`config.mk`:
```
export PLATFORM = sky130hd
export DESIGN_NAME = ctsg_top
export DESIGN_NICKNAME = d
export VERILOG_FILES = /design/src/ctsg_pkg.sv /design/src/ctsg_sync.sv /design/src/ctsg_top.sv
export VERILOG_INCLUDE_DIRS = /design/src
export SDC_FILE = /design/constraint.sdc
export NUM_CORES = 1
export LEC_CHECK = 0
export BUFFER_PORTS_ARGS = -buffer_cell sky130_fd_sc_hd__buf_2
export CAP_MARGIN = 20
export CORE_MARGIN = 4
export CORE_UTILIZATION = 59
export CTS_CLUSTER_SIZE = 24
export DETAILED_ROUTE_END_ITERATION = 7
export HOLD_SLACK_MARGIN = 0.06
export PLACE_DENSITY = 0.81
export SLEW_MARGIN = 20
export SYNTH_ARGS = -nofsm -noshare
export SYNTH_HDL_FRONTEND = slang
export SYNTH_SLANG_ARGS = --single-unit
```
`constraint.sdc`:
```
create_clock -name sys_clk -period 5.6 [get_ports sys_clk]
set_input_delay 1.12 -clock sys_clk [delete_from_list [all_inputs] [get_ports sys_clk]]
set_output_delay 1.12 -clock sys_clk [all_outputs]
set_load 0.02 [all_outputs]
```
`src/ctsg_regs.svh`:
```
// register offsets, field layouts and reset values for the core tick select and clock gating block
`ifndef CTSG_REGS_SVH
`define CTSG_REGS_SVH
`define CTSG_ADDR_TICK_SOURCE 16'hE220
`define CTSG_ADDR_CLOCK_GATE  16'hE280
`define CTSG_TICK_SOURCE_RST  16'h0000
`define CTSG_CLOCK_GATE_RST   16'h0000
`define CTSG_SEL_MASK         16'h001F
`define CTSG_GATE_MASK        16'h01FF
`define CTSG_SEL_NORMAL       5'h00
`define CTSG_SEL_DUAL         5'h01
`define CTSG_SEL_QUAD         5'h02
`define CTSG_SEL_IN_FIRST     5'h03
`define CTSG_SEL_IN_LAST      5'h0E
`define CTSG_SEL_OUT_FIRST    5'h0F
`define CTSG_SEL_OUT_LAST     5'h1A
`define CTSG_SEL_SPDIF        5'h1B
`define CTSG_MCLK_DIV         6'h3F
`define CTSG_CORE_MULT        8'h37
`define CTSG_QUAD_FIRST       8'h0D
`define CTSG_DUAL_MID         8'h1B
`define CTSG_QUAD_THIRD       8'h29
`endif

```
`src/ctsg_pkg.sv`:
```
// types shared by the core tick select block
package ctsg_pkg;
  typedef enum logic [3:0] {
    CTSG_SRC_INTERNAL = 4'h1,
    CTSG_SRC_SERIN    = 4'h2,
    CTSG_SRC_SEROUT   = 4'h4,
    CTSG_SRC_SPDIF    = 4'h8
  } ctsg_src_t;
endpackage

```
`src/ctsg_sync.sv`:
```
// two flop synchroniser per bit with rising edge pulse out
`timescale 1ns/100ps
`default_nettype none
module ctsg_sync #(
  parameter int WIDTH = 25
) (
  input  wire logic             sys_clk,
  input  wire logic             rst_n,
  input  wire logic [WIDTH-1:0] asyncIn,
  output logic      [WIDTH-1:0] risePulse
);
  logic [WIDTH-1:0] stage1;
  logic [WIDTH-1:0] stage2;
  logic [WIDTH-1:0] stage3;
  logic [WIDTH-1:0] next_rise;
  always_comb begin
    next_rise = stage2 & ~stage3;
  end
  always_ff @(posedge sys_clk or negedge rst_n) begin
    if (!rst_n) begin
      stage1    <= '0;
      stage2    <= '0;
      stage3    <= '0;
      risePulse <= '0;
    end else begin
      stage1    <= asyncIn;
      stage2    <= stage1;
      stage3    <= stage2;
      risePulse <= next_rise;
    end
  end
endmodule
`default_nettype wire

```
`src/ctsg_top.sv`:
```
// core start pulse select and subsystem master clock gating
`timescale 1ns/100ps
`default_nettype none
`include "ctsg_regs.svh"
module ctsg_top #(
  parameter int PAIRS = 12
) (
  input  wire logic             sys_clk,
  input  wire logic             rst_n,
  input  wire logic             regWrite,
  input  wire logic             regRead,
  input  wire logic [15:0]      regAddr,
  input  wire logic [15:0]      regWdata,
  output logic      [15:0]      regRdata,
  input  wire logic [PAIRS-1:0] serialInFrameClk,
  input  wire logic [PAIRS-1:0] serialOutFrameClk,
  input  wire logic             spdifFrameClk,
  output logic                  coreStartPulse,
  output logic      [8:0]       subsystemClockEnable,
  output logic      [3:0]       startSourceKind
);
  logic [4:0]            tickSelect;
  logic [8:0]            clockGate;
  logic [4:0]            next_tickSelect;
  logic [8:0]            next_clockGate;
  logic [15:0]           next_rdata;
  logic [2*PAIRS:0]      frameRise;
  logic [5:0]            mclkCount;
  logic [7:0]            multCount;
  logic [5:0]            next_mclkCount;
  logic [7:0]            next_multCount;
  logic                  normalTick;
  logic                  dualTick;
  logic                  quadTick;
  logic                  next_start;
  ctsg_pkg::ctsg_src_t   next_kind;

  // external frame clocks come from other domains
  ctsg_sync #(.WIDTH(2*PAIRS+1)) frameSync (
    .sys_clk   (sys_clk),
    .rst_n     (rst_n),
    .asyncIn   ({spdifFrameClk, serialOutFrameClk, serialInFrameClk}),
    .risePulse (frameRise)
  );

  // register file: only the documented field bits are stored
  always_comb begin
    next_tickSelect = tickSelect;
    next_clockGate  = clockGate;
    if (regWrite && regAddr == `CTSG_ADDR_TICK_SOURCE) begin
      next_tickSelect = regWdata[4:0];
    end
    if (regWrite && regAddr == `CTSG_ADDR_CLOCK_GATE) begin
      next_clockGate = regWdata[8:0];
    end
    next_rdata = regRdata;
    if (regRead) begin
      unique case (regAddr)
        `CTSG_ADDR_TICK_SOURCE: next_rdata = {11'h000, tickSelect} & `CTSG_SEL_MASK;
        `CTSG_ADDR_CLOCK_GATE:  next_rdata = {7'h00, clockGate} & `CTSG_GATE_MASK;
        default:                next_rdata = 16'h0000;
      endcase
    end
  end

  // normal tick: 56 periods of the 64 x fs clock; a single counter pair spans 3584 cycles
  always_comb begin
    next_mclkCount = mclkCount + 6'h01;
    next_multCount = multCount;
    normalTick     = 1'b0;
    if (mclkCount == `CTSG_MCLK_DIV) begin
      next_mclkCount = 6'h00;
      next_multCount = multCount + 8'h01;
      if (multCount == `CTSG_CORE_MULT) begin
        next_multCount = 8'h00;
      end
    end
    // dual ticks at half, quad at quarter of the 56 period frame
    // all three ticks share one counter so switching rate never skews the frame
    dualTick = (mclkCount == `CTSG_MCLK_DIV) &&
               (multCount == `CTSG_DUAL_MID || multCount == `CTSG_CORE_MULT);
    quadTick = (mclkCount == `CTSG_MCLK_DIV) &&
               (multCount == `CTSG_QUAD_FIRST || multCount == `CTSG_DUAL_MID ||
                multCount == `CTSG_QUAD_THIRD || multCount == `CTSG_CORE_MULT);
    normalTick = (mclkCount == `CTSG_MCLK_DIV) && (multCount == `CTSG_CORE_MULT);
  end

  // start pulse mux
  always_comb begin
    next_start = normalTick;
    next_kind  = ctsg_pkg::CTSG_SRC_INTERNAL;
    if (tickSelect == `CTSG_SEL_NORMAL) begin
      next_start = normalTick;
    end else if (tickSelect == `CTSG_SEL_DUAL) begin
      next_start = dualTick;
    end else if (tickSelect == `CTSG_SEL_QUAD) begin
      next_start = quadTick;
    end else if (tickSelect <= `CTSG_SEL_IN_LAST) begin
      next_start = frameRise[5'(tickSelect - `CTSG_SEL_IN_FIRST)];
      next_kind  = ctsg_pkg::CTSG_SRC_SERIN;
    end else if (tickSelect <= `CTSG_SEL_OUT_LAST) begin
      next_start = frameRise[5'(tickSelect - `CTSG_SEL_OUT_FIRST) + 5'(PAIRS)];
      next_kind  = ctsg_pkg::CTSG_SRC_SEROUT;
    end else if (tickSelect == `CTSG_SEL_SPDIF) begin
      next_start = frameRise[2*PAIRS];
      next_kind  = ctsg_pkg::CTSG_SRC_SPDIF;
    end
  end

  // register file state
  always_ff @(posedge sys_clk or negedge rst_n) begin
    if (!rst_n) begin
      tickSelect           <= `CTSG_SEL_NORMAL;
      clockGate            <= 9'h000;
      regRdata             <= 16'h0000;
    end else begin
      tickSelect           <= next_tickSelect;
      clockGate            <= next_clockGate;
      regRdata             <= next_rdata;
    end
  end

  // internal rate counters
  always_ff @(posedge sys_clk or negedge rst_n) begin
    if (!rst_n) begin
      mclkCount            <= 6'h00;
      multCount            <= 8'h00;
    end else begin
      mclkCount            <= next_mclkCount;
      multCount            <= next_multCount;
    end
  end

  // outputs: enables follow the write edge itself, not a cycle later
  always_ff @(posedge sys_clk or negedge rst_n) begin
    if (!rst_n) begin
      coreStartPulse       <= 1'b0;
      subsystemClockEnable <= 9'h000;
      startSourceKind      <= ctsg_pkg::CTSG_SRC_INTERNAL;
    end else begin
      coreStartPulse       <= next_start;
      subsystemClockEnable <= next_clockGate;
      startSourceKind      <= next_kind;
    end
  end
endmodule
`default_nettype wire

```
==> run metrics, run 1 <==
Post-CTS Setup Inserts=0; Reg clk slew, reported paths=~60 ps; WS Path Type=flop to flop; largest net degree at the start of global routing=between 70 and 80; H-tree depth=4; Final Cycle Share=0.532; Reg power frac=0.492; top post-synthesis cells by area=dfrtp_1 (69%), nor2b_1 (3.2%), mux2_2 (3.1%), mux4_1 (2.1%), ha_1 (2.0%); sequential area share after synthesis=0.700; hold slack final=approximately 350 ps; clk_skew=~8 ps; Design Power=0.00220 W; Post-synth top cells=dfrtp_1 (141), nor2b_1 (26), nor2_1 (16); Core Area=between 8000 and 9000 um2; fin. max-slew vios=0; Worst VDD drop=0.234 mV; vias in the first global route=between 3000 and 4000; # IOs=slightly above 90; drc violations=0; number of max-cap violations=0; total grt overflow=0; first-pass iteration count of the detailed router=5; vias=a little under 3000; final hold violations=0; crit path buf inv count=1; Clock Tree Root=clkbuf_8; die height=roughly 100 um; hold buffers post-CTS=0; Required @ worst endpoint=slightly below 6000 ps; Slew @ Worst Pin=approximately 800 ps; Gate power share=0.030; Cell Area, Synth=5080 um2; Starting Density=0.612; Synth top area share=0.695; Clock Latency Late Sink=500 ps; NetSw=approximately 0.00046 W; most instantiated library cell after synthesis=dfrtp_1; min Tclk post-route=approximately 3000 ps; Layout area overhead=20.2%; # rows=33; status=complete, no violations; slew margin rel.=0.456; antenna diode count=0; RSZ-0062 raised after global routing=false; Arrival @ worst endpoint=between 3000 and 4000 ps; Final HPWL DP=between 5 and 6 mm; die width=between 100 and 150 um; worst-path cell chain=inv_1 > ha_1 > mux4_2 > or4b_1 > o311ai_1 > o32ai_1 > nand2_1 > a22oi_1; gr usage total=0.193; synthesized area per cell=between 10 and 15 um2; leading area contributor after synthesis=dfrtp_1; CTS Sinks=142; initial antenna violation count=0; Initial DRC Count=between 150 and 200; cell count after synthesis=between 300 and 400; Setup crit end kind=flop; Synth cell types=56; Antenna Nets Post-Route=0; Num CTS Buffers=17; WL final=about 9.1 mm; layout net count=508; utilization after layout=0.735; Internal Power=about 0.0017 W; pwr dens=360 nW/um2; clock tree buffer depth=2; Peak Freq=336 MHz; Yosys reg bits=142; number of enable flip-flop cells after synthesis=0; final setup violation count=0; dpl ws=about 2700 ps; Worst path top cell family by delay=flip-flops; Slowest cell on crit path=dfrtp_1; synth warn=0; first-pass GRT wire length=between 10 and 15 mm; Async SR Flop Fraction=1.00; setup TNS=0 ps; Sw Ratio=0.208; Setup WS post-layout=about 2600 ps; largest stage delay on the critical path=820 ps; CTS tree=done; Routability Congestion=roughly 0.84; Resize count post-CTS=0; CP Max Fanout=17; DR WL/cell=about 16 um; Lkg Pwr=about 2.9 nW; port bufs=76; Via density=roughly 5.3; HP Class=flop to flop; Die ar.=10200 um2; Synth Flop Type=dfrtp_1; Clock power frac=0.478; layout cells sized above 1=0.288; crit start category=flop
==> cells in the final DEF, fill, tap and decap left out, types with 3 or more instances in the layout <==
cell type    n
a21oi_1     10
mux2_2      14
nor2b_1     26
nand4_1      7
xnor2_1      6
xor2_1       5
o21ai_0      9
clkbuf_16   16
a22oi_1      6
dfrtp_1    141
nor3_1       3
clkinv_2     3
mux4_1       4
ha_1         8
conb_1       7
nand2_1     15
inv_1       12
nand3_1      8
o22ai_1      4
buf_2       75
nand2b_1     3
nor2_1      16
==> layout make-up <==
cell class	count	area, um2
flip-flops and latches	142	3550
fillers	507	2200
multi-input cells	189	1410
clock buffers	19	432
repair buffers	77	394
clock inverters	12	136
well taps	105	131
inverters	12	45.0
==> registers in the layout, indices dropped and copies added (netlist names) <==
| name | count |
|---|---|
| frameSync.risePulse | 25 |
| frameSync.stage1 | 25 |
| frameSync.stage2 | 25 |
| frameSync.stage3 | 25 |
| regRdata | 9 |
| subsystemClockEnable | 9 |
| multCount | 8 |
| mclkCount | 6 |
| tickSelect | 5 |
| startSourceKind | 4 |
| coreStartPulse | 1 |
==> layer usage <==
| layer | routed length [um] | global-route usage | up-vias | share of wire |
|---|---|---|---|---|
| li1 | - | - | 1385 | - |
| met1 | 3670 | 0.237 | 1475 | 0.41 |
| met2 | 4760 | 0.328 | 105 | 0.53 |
| met3 | 545 | 0.0581 | 8 | 0.060 |
| met4 | 85 | 0.0663 | 0 | 0.0094 |
| met5 | 0 | 0 | - | 0 |
==> kinds of logic after synthesis <==
logic type,after synthesis,share of synthesized area
simple gates,99,0.115
fa+ha+maj,8,0.0197
xor+xnor,11,0.0190
compound gates,43,0.0557
flops,142,0.700
other cells,1,0.000739
buf+inv,27,0.0269
mux,21,0.0626
==> worst paths after layout <==
check | from | endpoint | slack, ps | cells after the start
worst max-delay path | tickSelect[0] | coreStartPulse | 2620 | 8
worst min-delay path | frameSync.stage1[12] | frameSync.stage2[12] | 350 | 0
worst max register to register | tickSelect[0] | coreStartPulse | 2620 | 8
worst min register to register | frameSync.stage1[12] | frameSync.stage2[12] | 350 | 0
max in group asynchronous | rst_n | frameSync.stage2[3] | 3720 | 2
min in group asynchronous | rst_n | multCount[1] | 610 | 1
==> through the flow <==
step           instance area [um2]  std cells
4_1_cts                       6100        556
5_1_grt                       6100        556
6_report                      6100        556
3_5_place_dp                  5530        525
2_1_floorplan                 5100        358
3_3_place_gp                  5530        525
==> power groups by stage <==
| stage | registers (W) | clock network [W] | logic [W] |
|---|---|---|---|
| after floorplan | 0.00110 | 0 | 0.0000227 |
| after global placement | 0.00109 | 0 | 0.0000638 |
| after detailed placement | 0.00110 | 0 | 0.0000664 |
| after CTS | 0.00108 | 0.00107 | 0.0000673 |
| after global routing | 0.00108 | 0.00112 | 0.0000742 |
| final | 0.00108 | 0.00105 | 0.0000655 |
Note: power is estimated with default switching activity, not from simulation.
==> inputs of run 2 (changes only) <==
--- a/config.mk
+++ b/config.mk
@@ -9,11 +9,11 @@
 export BUFFER_PORTS_ARGS = -buffer_cell sky130_fd_sc_hd__buf_2
 export CAP_MARGIN = 20
 export CORE_MARGIN = 4
-export CORE_UTILIZATION = 59
+export CORE_UTILIZATION = 49
 export CTS_CLUSTER_SIZE = 24
 export DETAILED_ROUTE_END_ITERATION = 7
 export HOLD_SLACK_MARGIN = 0.06
-export PLACE_DENSITY = 0.81
+export PLACE_DENSITY = 0.71
 export SLEW_MARGIN = 20
 export SYNTH_ARGS = -nofsm -noshare
 export SYNTH_HDL_FRONTEND = slang
==> constraint.sdc (replaced) <==
create_clock -name sys_clk -period 2.4 [get_ports sys_clk]
set_input_delay 0.48 -clock sys_clk [delete_from_list [all_inputs] [get_ports sys_clk]]
set_output_delay 0.48 -clock sys_clk [all_outputs]
set_load 0.02 [all_outputs]
==> run metrics, run 2 (same netlist as run 1, synthesis figures left out) <==
commonest non-fill, non-tap cell in the layout=dfrtp_1; final hold violations=0; Required @ worst endpoint=roughly 2800 ps; Worst path top cell family by delay=simple AND/OR/NAND/NOR gates; Routability Congestion=between 0.7 and 0.8; Final Cycle Share=0.923; number of max-cap violations=0; WL final=8.92 mm; Design Power=between 0.005 and 0.006 W; Post-CTS Setup Inserts=0; Lkg Pwr=a little over 3 nW; Layout area overhead=27.1%; clk_skew=about 13 ps; Final HPWL DP=around 5.7 mm; min Tclk post-route=between 2000 and 2500 ps; FF/Latch Area=between 3000 and 4000 um2; Setup crit end kind=flop; Die ar.=between 10000 and 15000 um2; Worst VDD drop=approximately 0.55 mV; Starting Density=0.512; Antenna Nets Post-Route=0; WS Path Type=flop to flop; fillers=713; Num CTS Buffers=17; Peak Freq=around 450 MHz; largest stage delay on the critical path=about 520 ps; Clock Latency Late Sink=around 520 ps; final setup violation count=0; antenna diode count=0; initial antenna violation count=0; total grt overflow=0; Initial DRC Count=between 90 and 100; first-pass GRT wire length=15.0 mm; area of the multi-input gates=1410 um2; worst-path cell chain=buf_4 > ha_1 > or3b_2 > a21oi_1 > o21a_1 > o32ai_1 > nand2_1 > a22oi_1; crit path buf inv count=1; dpl ws=between 200 and 300 ps; HP Class=input port to flop; die width=about 110 um; vias=around 3100; Setup WS post-layout=between 150 and 200 ps; drc violations=0; CTS Sinks=142; CTS tree=done; pwr dens=approximately 790 nW/um2; Clock Tree Root=clkbuf_8; DR WL/cell=between 10 and 15 um; die height=around 110 um; RSZ-0062 raised after global routing=false; clock tree buffer depth=2; Arrival @ worst endpoint=2580 ps; fin. max-slew vios=0; gr usage total=0.164; largest net degree at the start of global routing=54; Via density=roughly 5.0; status=complete, no violations; Slowest cell on crit path=or3b_2; # rows=36; CP Max Fanout=11; Core Area=roughly 9900 um2; port bufs=76; most frequent cells in the layout=dfrtp_1 (141), buf_2 (75), nor2b_1 (26), dlygate4sd3_1 (25); setup TNS=0 ps; fin area=between 6000 and 7000 um2; # IOs=between 90 and 100; placed inst area=5650 um2; layout net count=approximately 540; Reg clk slew, reported paths=about 60 ps; vias in the first global route=3194; layout cells sized above 1=0.290; H-tree depth=4; first-pass iteration count of the detailed router=4; crit start category=flop
-- run 2: area by class of cell --
class | count | share of cell area
Clock buffer | 18 | 0.0663
Multi-Input combinational cell | 189 | 0.218
Clock inverter | 14 | 0.0194
Sequential cell | 142 | 0.551
Tap cell | 133 | 0.0258
Timing Repair Buffer | 111 | 0.112
Inverter | 12 | 0.00698
-- run 2: power by group --
| part | internal (W) | switching [W] |
|---|---|---|
| logic | 0.0000899 | 0.0000983 |
| clock network | 0.00134 | 0.00105 |
| registers | 0.00249 | 0.0000316 |
-- run 2: metrics by stage --
step,instances,util,hold WS (ps)
floorplan,358,-,184
global placement,562,0.570,332
finish,619,0.651,81.7
CTS,619,0.651,60.6
detailed placement,562,0.570,335
global route,619,0.651,70.4
-- run 2: path summary, 6_finish.rpt --
kind                       cells after the start                start  slack (ps)              endpoint
setup / recovery                               8        tickSelect[0]         190        coreStartPulse
hold / removal                                 1  serialInFrameClk[3]          80   frameSync.stage1[3]
setup reg to reg                               8        tickSelect[0]         190        coreStartPulse
hold reg to reg                                0  frameSync.stage1[7]         350   frameSync.stage2[7]
max in group asynchronous                      3                rst_n        1320   frameSync.stage1[0]
min in group asynchronous                      2                rst_n         420  frameSync.stage1[13]
-- run 2: worst reg2reg max path: cells and delay by family (launching register included) --
family | cells | cell delay [ps]
AND/OR/NAND/NOR | 2 | 620
AO/OA/AOI/OAI | 4 | 530
adder cells (fa/ha/maj) | 1 | 340
buffers and inverters | 1 | 190
flip-flops | 1 | 390
-- run 2: timing repair --
| action | 4_1_cts | 5_1_grt |
|---|---|---|
| hold endpoints to repair | 64 | 0 |
| gates resized for setup | 0 | 0 |
| hold buffers | 25 | 0 |
-- run 2: metal layers --
metal / up-vias / part of all wire / global-route usage
li1: 1457 / - / -
met1: 1555 / 0.40 / 0.195
met2: 97 / 0.53 / 0.280
met3: 12 / 0.053 / 0.0429
met4: 0 / 0.013 / 0.0695
met5: - / 0 / 0
